===== src/prcc_pkg.sv =====
// constants shared by the clock and reset control block
package prcc_pkg;
   localparam int        CLK_MHZ          = 40;       // system clock rate
   localparam int        LOCK_REF_CYCLES  = 100000;   // reference cycles before lock is guaranteed
   localparam int        RESET_OUTPUT_N_BUS_CYCLES  = 16;       // extra bus clocks of reset_output_n after lock
   localparam int        LOCK_CNT_W       = 17;
   localparam int        EXT_CNT_W        = 8;
   // strap field positions on the data bus
   localparam int        RATIO_LSB        = 0;
   localparam int        RANGE_LSB        = 2;
   // bus ratio strap codes
   localparam logic [1:0] RATIO_QUARTER   = 2'h0;
   localparam logic [1:0] RATIO_UNUSED    = 2'h1;
   localparam logic [1:0] RATIO_HALF      = 2'h2;
   localparam logic [1:0] RATIO_THIRD     = 2'h3;
   // input range strap codes
   localparam logic [1:0] RANGE_LOW       = 2'h0;
   localparam logic [1:0] RANGE_UNUSED    = 2'h3;
   // divisors in core clock cycles
   localparam logic [2:0] DIV_QUARTER     = 3'h4;
   localparam logic [2:0] DIV_HALF        = 3'h2;
   localparam logic [2:0] DIV_THIRD       = 3'h3;
   // reset values
   localparam logic [1:0] RATIO_RST       = 2'h0;
   localparam logic [1:0] RANGE_RST       = 2'h0;

   typedef enum logic [3:0] {
      PRCC_RESET  = 4'h1,
      PRCC_LOCK   = 4'h2,
      PRCC_RSTEXT = 4'h4,
      PRCC_RUN    = 4'h8
   } prcc_state_e;
endpackage


===== src/prcc_top.sv =====
// clock and reset control: strap capture, lock wait, derived clocks and peripheral reset
// Notes on behaviour
// RL1: reference frequency is only taken into account at reset; lock wait restarts only there.
// RL2: while reset_input_n is low the block stays in reset and never starts lock.
// RL3: range strap comes from data bits 3:2 during reset; 00 low range, 11 unused.
// RL4: ratio strap from data bits 1:0; 00 quarter, 10 half, 11 third, 01 unused.
// RL5: bus_clock_out is the core clock divided by the strapped ratio.
// RL6: status_clock_out is a registered, delayed copy of the core clock.
// RL7: reset_output_n is the reset given to external peripherals.
// RL8: outside party holds reset_input_n low 80 reference cycles with straps driven.
// RL9: straps latched on the last bus clock rise before reset release; ramp then starts.
// RL10: bus and status clocks held low during ramp and lock, then toggle.
// RL11: lock is treated as guaranteed after 100,000 reference cycles from release.
// RL12: reset_output_n stays low some bus clocks after the clocks start.
// RL13: core clock runs at twice the reference clock frequency.
// RL14: reset_output_n is asserted whenever the block is in reset mode.
// RL15: number of extra bus clocks of peripheral reset is a design parameter.
`timescale 1ns/1ps
module prcc_top
   import prcc_pkg::*;
#(
   parameter int LOCK_CYCLES = LOCK_REF_CYCLES,
   parameter int EXT_CYCLES  = RESET_OUTPUT_N_BUS_CYCLES
)(
   input  wire logic       clk,
   input  wire logic       sys_rst,
   input  wire logic       input_reference_clock,
   input  wire logic       reset_input_n,
   input  wire logic [7:0] data_bus_in,
   output logic            core_clock,
   output logic            bus_clock_out,
   output logic            status_clock_out,
   output logic            reset_output_n,
   output logic [1:0]      input_range_select,
   output logic [1:0]      bus_ratio_select,
   output logic            strap_unused_code,
   output logic            lock_done
);

   // every flop of the block lives in this one record; the three *_sync fields
   // are two-stage synchronisers, and only their second stage feeds any logic
   typedef struct packed {
      logic [1:0]            rst_sync;
      logic [1:0]            ref_sync;
      logic [15:0]           data_sync;
      logic                  ref_prev;
      prcc_state_e           st;
      logic                  core_ph;
      logic                  pst;
      logic                  bclk;
      logic [2:0]            bcnt;
      logic [1:0]            ratio;
      logic [1:0]            range;
      logic [LOCK_CNT_W-1:0] lock_cnt;
      logic [EXT_CNT_W-1:0]  ext_cnt;
   } prcc_regs_s;

   // registered state and the value it takes at the next edge
   prcc_regs_s state_r;
   prcc_regs_s state_nxt;

   // divisor in core clock periods for a ratio code; the unused code falls back to a quarter
   function automatic logic [2:0] prcc_div(input logic [1:0] code);
      logic [2:0] d;
      d = DIV_QUARTER;
      case (code)
         RATIO_HALF:    d = DIV_HALF;
         RATIO_THIRD:   d = DIV_THIRD;
         RATIO_QUARTER: d = DIV_QUARTER;
         default:       d = DIV_QUARTER;
      endcase
      return d;
   endfunction

   // decoded views of the registered state
   logic             rst_pin_low;
   logic             ref_rise;
   logic [1:0]       strap_ratio;
   logic [1:0]       strap_range;
   logic [2:0]       div_live;
   logic             bclk_wrap;

   // synchronised pin views; only the second stage is ever looked at
   // the reset pin is sampled, not truly asynchronous: a low pulse shorter than one clock may be missed
   assign rst_pin_low = ~state_r.rst_sync[1];
   assign ref_rise    = state_r.ref_sync[1] & ~state_r.ref_prev;
   assign strap_ratio = state_r.data_sync[8 + RATIO_LSB +: 2];
   assign strap_range = state_r.data_sync[8 + RANGE_LSB +: 2];
   assign div_live    = prcc_div(state_r.ratio);
   assign bclk_wrap   = (state_r.bcnt == (div_live - 3'h1));

   // next-state logic for the whole block
   always_comb
   begin
      state_nxt           = state_r;
      state_nxt.rst_sync  = {state_r.rst_sync[0], reset_input_n};
      state_nxt.ref_sync  = {state_r.ref_sync[0], input_reference_clock};
      state_nxt.data_sync = {state_r.data_sync[7:0], data_bus_in};
      state_nxt.ref_prev  = state_r.ref_sync[1];
      // core phase toggles every clk: core clock at twice a reference of clk/4
      state_nxt.core_ph   = ~state_r.core_ph; // RL13
      // half period of the bus clock is div clk cycles, so its rate is core / div
      state_nxt.bcnt      = bclk_wrap ? 3'h0 : state_r.bcnt + 3'h1; // RL5
      if (bclk_wrap)
      begin
         state_nxt.bclk = ~state_r.bclk; // RL5
      end
      state_nxt.pst = state_r.core_ph; // RL6
      // mode sequencing: reset, lock wait, peripheral reset extension, run
      case (state_r.st)
         PRCC_RESET:
         begin
            // straps refresh on every bus clock rise, so the last one before release wins
            if (bclk_wrap && !state_r.bclk)
            begin
               state_nxt.ratio = strap_ratio; // RL4 RL9
               state_nxt.range = strap_range; // RL3 RL9
            end
            // lock wait starts over from every reset, so a new reference rate is honoured
            state_nxt.lock_cnt = '0; // RL1
            state_nxt.ext_cnt  = '0;
            if (!rst_pin_low)
            begin
               state_nxt.st   = PRCC_LOCK; // RL9
               state_nxt.bclk = 1'b0;
               state_nxt.bcnt = 3'h0;
            end
         end
         PRCC_LOCK:
         begin
            // loop is ramping: both clocks parked low, lock counted in reference rises
            state_nxt.bclk = 1'b0; // RL10
            state_nxt.pst  = 1'b0; // RL10
            state_nxt.bcnt = 3'h0;
            if (ref_rise)
            begin
               if (state_r.lock_cnt == LOCK_CNT_W'(LOCK_CYCLES - 1))
               begin
                  state_nxt.st = PRCC_RSTEXT; // RL11
               end
               else
               begin
                  state_nxt.lock_cnt = state_r.lock_cnt + 1'b1; // RL11
               end
            end
         end
         PRCC_RSTEXT:
         begin
            // count bus clock rises while peripherals see a running clock under reset
            if (bclk_wrap && !state_r.bclk)
            begin
               if (state_r.ext_cnt == EXT_CNT_W'(EXT_CYCLES - 1))
               begin
                  state_nxt.st = PRCC_RUN; // RL12 RL15
               end
               else
               begin
                  state_nxt.ext_cnt = state_r.ext_cnt + 1'b1; // RL12
               end
            end
         end
         PRCC_RUN:
         begin
            // stays here until the reset pin drops again
            state_nxt.st = PRCC_RUN;
         end
         default:
         begin
            // a stray state code lands in reset mode rather than running unlocked
            state_nxt.st = PRCC_RESET;
         end
      endcase
      // reset pin overrides everything; lock never starts while it is low
      if (rst_pin_low)
      begin
         state_nxt.st = PRCC_RESET; // RL2
         if (state_r.st != PRCC_RESET)
         begin
            // bus clock restarts from low; a high phase already in progress is cut short
            state_nxt.bclk = 1'b0;
            state_nxt.bcnt = 3'h0;
         end
      end
   end

   // single register for all state
   // asynchronous reset loads constants only; the pin reset goes through the synchroniser instead
   always_ff @(posedge clk or posedge sys_rst)
   begin
      if (sys_rst)
      begin
         // synchroniser starts low, so the block wakes in reset mode
         state_r.rst_sync  <= 2'h0;
         state_r.ref_sync  <= 2'h0;
         state_r.data_sync <= 16'h0;
         state_r.ref_prev  <= 1'b0;
         state_r.st        <= PRCC_RESET;
         state_r.core_ph   <= 1'b0;
         state_r.pst       <= 1'b0;
         state_r.bclk      <= 1'b0;
         state_r.bcnt      <= 3'h0;
         state_r.ratio     <= RATIO_RST;
         state_r.range     <= RANGE_RST;
         state_r.lock_cnt  <= '0;
         state_r.ext_cnt   <= '0;
      end
      else
      begin
         state_r <= state_nxt;
      end
   end

   // outputs from flops, some through a decode of the registered state
   // status clock is gated by state so no stray pulse leaves during lock; reset out is a state decode
   assign core_clock         = state_r.core_ph;
   assign bus_clock_out      = state_r.bclk;
   assign status_clock_out   = state_r.pst & (state_r.st == PRCC_RSTEXT || state_r.st == PRCC_RUN); // RL10
   assign reset_output_n     = (state_r.st == PRCC_RUN); // RL7 RL14
   assign input_range_select = state_r.range;
   assign bus_ratio_select   = state_r.ratio;
   assign strap_unused_code  = (state_r.range == RANGE_UNUSED) | (state_r.ratio == RATIO_UNUSED); // RL3
   assign lock_done          = (state_r.st == PRCC_RSTEXT) | (state_r.st == PRCC_RUN);

endmodule // prcc_top


===== config.mk =====
export PLATFORM = sky130hd
export DESIGN_NAME = prcc_top
export DESIGN_NICKNAME = d
export VERILOG_FILES = /design/src/prcc_pkg.sv /design/src/prcc_top.sv
export SDC_FILE = /design/constraint.sdc
export NUM_CORES = 1
export LEC_CHECK = 0
export ABC_AREA = 1
export BUFFER_PORTS_ARGS = -buffer_cell sky130_fd_sc_hd__buf_2
export CORE_MARGIN = 10
export CORE_UTILIZATION = 55
export CTS_BUF_LIST = sky130_fd_sc_hd__clkbuf_16
export DETAILED_ROUTE_END_ITERATION = 7
export HOLD_SLACK_MARGIN = 0.06
export PLACE_DENSITY = 0.79
export SYNTH_ARGS = -nofsm -noshare
export SYNTH_HDL_FRONTEND = slang
export SYNTH_SLANG_ARGS = --single-unit

===== constraint.sdc =====
create_clock -name clk -period 2.6 [get_ports clk]
set_input_delay 0.13 -clock clk [delete_from_list [all_inputs] [get_ports clk]]
set_output_delay 0.13 -clock clk [all_outputs]
set_load 0.01 [all_outputs]

==> out/qor.yml <==
htree_levels: 2
path_cells: "nor2_1, nand3_1, buf_4, inv_2, nor2_1, inv_1, buf_2"
fin_hold_ws_ns: 0.346
drtIter0Drc: 85
n_antenna_cell: 0
die-area_sq_um: 8360
drv_slew: 0
required_ns: 2.47
die_height_um: 91.4
via_count: 2255
synth-async-reset-ratio: 1.00
synth_nets: 370
nets: 393
slowest_delay_ns: 0.60
final_area_sq_um: 3160
clkLatencyLatePin_ns: 0.29
cts_sinks: 52
wire_per_inst_um: 12.0
max-slew-margin-rel: 0.654
dp_hpwl_um: 3730
ys.flop_type: "dfrtp_1"
start_util: 0.582
crit_path_max_fanout: 11
antenna_found_initial: 0
cts_made_buffers: 5
startpoint_type: "flop"
core_area_sq_um: 4820
dp_cells: 430
path_clk_slew_ns: 0.07
endpoint_kind: "primary output"
crit_type: "flop to primary output"
powerDensity_nw_per_um2: 753
clk_path_buf_depth: 2
area_delta_synth_final_pct: 12.6
cts_tree: "built"
num_rows: 25
grt_start_max_net_pins: 28
grt_pass1_wl_um: 9600
cap_violations: 0
tightest_slew_ns: 0.517
ant_nets: 0
leakage_nw: 1.51
place_area_sq_um: 2920
clock_skew_ns: 0.00366
fin_crit_ns: 1.76
grt_pass1_vias: 2200
io_buffers: 17
status: "finished, final reports clean"
ys_warn_count: 0
cts-root-buf: "clkbuf_16"
cp.arrival_ns: 1.63
setup_viol: 0
io_pins: 22
post-route-period-util: 0.678
viasPerCell: 5.07
slowest_stage: "dfstp_2"
netlist_area_sq_um: 2810
crit_top_cell: "nor2_1"
critPathBufInv: 4
gp_congestion: 0.861
ir_drop_uv: 398
ys_ff_latch: 52
synthCells: 354
hp-class: "flop to flop"
post-route-drc-count: 0
synth_edf_count: 0
rsz0062_at_grt: "no"
drive_gt1_frac: 0.130
cts_setup_buffers: 0
ys_seq_area_frac: 0.464
tns_ns: 0
first_pass_iters: 4
crit_family: "flip-flops"
die_x_um: 91.4
final_cells: 445
grt_use_total: 0.134
fmax_mhz: 567
drt_wl_total_um: 5330
synth.distinct_cells: 38
syn_area_per_cell_sq_um: 7.92
hold_viol_final: 0
r2r_slack_ns: 0.87
total_power_mw: 2.38
grt-ovfl-total: 0
-- layout by cell type, fill, tap and decap left out, types with 2 or more instances in the layout --
| master | synthesis | layout |
|---|---|---|
| a21oi_1 | 7 | 7 |
| buf_2 | 1 | 17 |
| buf_4 | 6 | 2 |
| clkbuf_16 | 0 | 5 |
| clkinv_2 | 2 | 2 |
| dfrtp_1 | 51 | 51 |
| dlygate4sd3_1 | 0 | 7 |
| ha_1 | 4 | 4 |
| inv_1 | 29 | 28 |
| inv_2 | 4 | 5 |
| nand2_1 | 110 | 110 |
| nand2_8 | 2 | 2 |
| nand3_1 | 22 | 22 |
| nand3_4 | 2 | 2 |
| nand3b_1 | 2 | 2 |
| nand4_1 | 6 | 6 |
| nor2_1 | 61 | 61 |
| nor2_4 | 2 | 2 |
| nor3_1 | 4 | 4 |
| o21ai_0 | 5 | 5 |
| o21ai_1 | 3 | 3 |
| o21bai_1 | 3 | 3 |
| xnor2_1 | 3 | 3 |
| xor2_1 | 9 | 9 |
-- power by group --
group	switching, mW	total (mW)	internal (mW)	leakage [nW]
clock network	0.290	0.747	0.457	0.0804
logic	0.437	0.660	0.223	0.754
registers	0.0775	0.972	0.894	0.674
total	0.805	2.38	1.57	1.51
-- layer usage --
| metal | part of all wire | global-route usage | up-vias |
|---|---|---|---|
| li1 | - | - | 1154 |
| met1 | 0.47 | 0.165 | 1052 |
| met2 | 0.48 | 0.226 | 41 |
| met3 | 0.041 | 0.0288 | 8 |
| met4 | 0.012 | 0.0431 | 0 |
| met5 | 0 | 0 | - |
-- per-stage QoR --
| step | setup slack [ns] | utilization |
|---|---|---|
| final | 0.837 | 0.656 |
| after detailed placement | 0.929 | 0.605 |
| after global routing | 0.698 | 0.656 |
| after floorplan | 1.05 | - |
| after CTS | 0.817 | 0.656 |
| after global placement | 0.939 | 0.605 |
-- worst paths after layout --
path | start | end | depth (start not counted)
worst max-delay path | state_r[35] | lock_done | 7
worst min-delay path | state_nxt[59] | state_r[59] | 0
worst max register to register | bus_ratio_select[0] | bus_ratio_select[0] | 7
worst min register to register | state_nxt[59] | state_r[59] | 0
max in group asynchronous | sys_rst | state_r[2] | 4
min in group asynchronous | sys_rst | state_nxt[57] | 3
-- cells in the mapped netlist, drive strengths merged, types with 2 or more instances --
| cell | number | area share |
|---|---|---|
| nor2 | 64 | 0.092 |
| inv | 33 | 0.044 |
| o21ai | 8 | 0.014 |
| xor2 | 9 | 0.028 |
| buf | 9 | 0.025 |
| and2 | 2 | 0.0045 |
| nand4 | 7 | 0.021 |
| nand2 | 114 | 0.17 |
| ha | 4 | 0.018 |
| clkinv | 2 | 0.0036 |
| nand3b | 2 | 0.0054 |
| nand3 | 25 | 0.055 |
| xnor2 | 3 | 0.0094 |
| nor3 | 4 | 0.0071 |
| dfrtp | 51 | 0.45 |
| a21oi | 8 | 0.018 |
| o21bai | 3 | 0.0080 |
-- layout make-up --
class                           instances  area, sq um
Multi-Input combinational cell        257         1300
Clock inverter                          3         46.3
Inverter                               35          134
Timing Repair Buffer                   26          170
Sequential cell                        52         1300
Fill cell                             405         1660
Clock buffer                            5          125
Tap cell                               67         83.8
-- registers in the layout (all words and copies together), names as in the netlist --
| signal | flops |
|---|---|
| core_clock | 1 |
| state_nxt | 7 |
| bus_ratio_select | 2 |
| state_r | 39 |
| bus_clock_out | 1 |
| input_range_select | 2 |
-- logic make-up (layout without fill, tap and decap cells) --
logic type | after synthesis | after routing | synth area share
buffers and inverters | 45 | 69 | 0.0736
xor gates and xnor gates | 12 | 12 | 0.0375
muxes | 1 | 1 | 0.00401
AOI/OAI and AO/OA | 20 | 20 | 0.0450
adders and majority gates | 4 | 4 | 0.0178
and+or+nand+nor | 220 | 220 | 0.358
DFF | 52 | 52 | 0.464
-- what timing repair did --
| item | in CTS | in global routing |
|---|---|---|
| endpoints found under the hold margin | 30 | 0 |
| hold buffers | 7 | 0 |
| resized for setup | 0 | 0 |
-- worst register-to-register path, delay by kind of cell, from the launching register on --
| family | cells | cell delay, ns |
|---|---|---|
| muxes | 1 | 0.34 |
| buffers and inverters | 1 | 0.04 |
| and+or+nand+nor | 3 | 0.33 |
| AOI/OAI and AO/OA | 1 | 0.22 |
| DFF | 1 | 0.42 |
| adders and majority gates | 1 | 0.26 |
(Power assumes the default switching activity.)
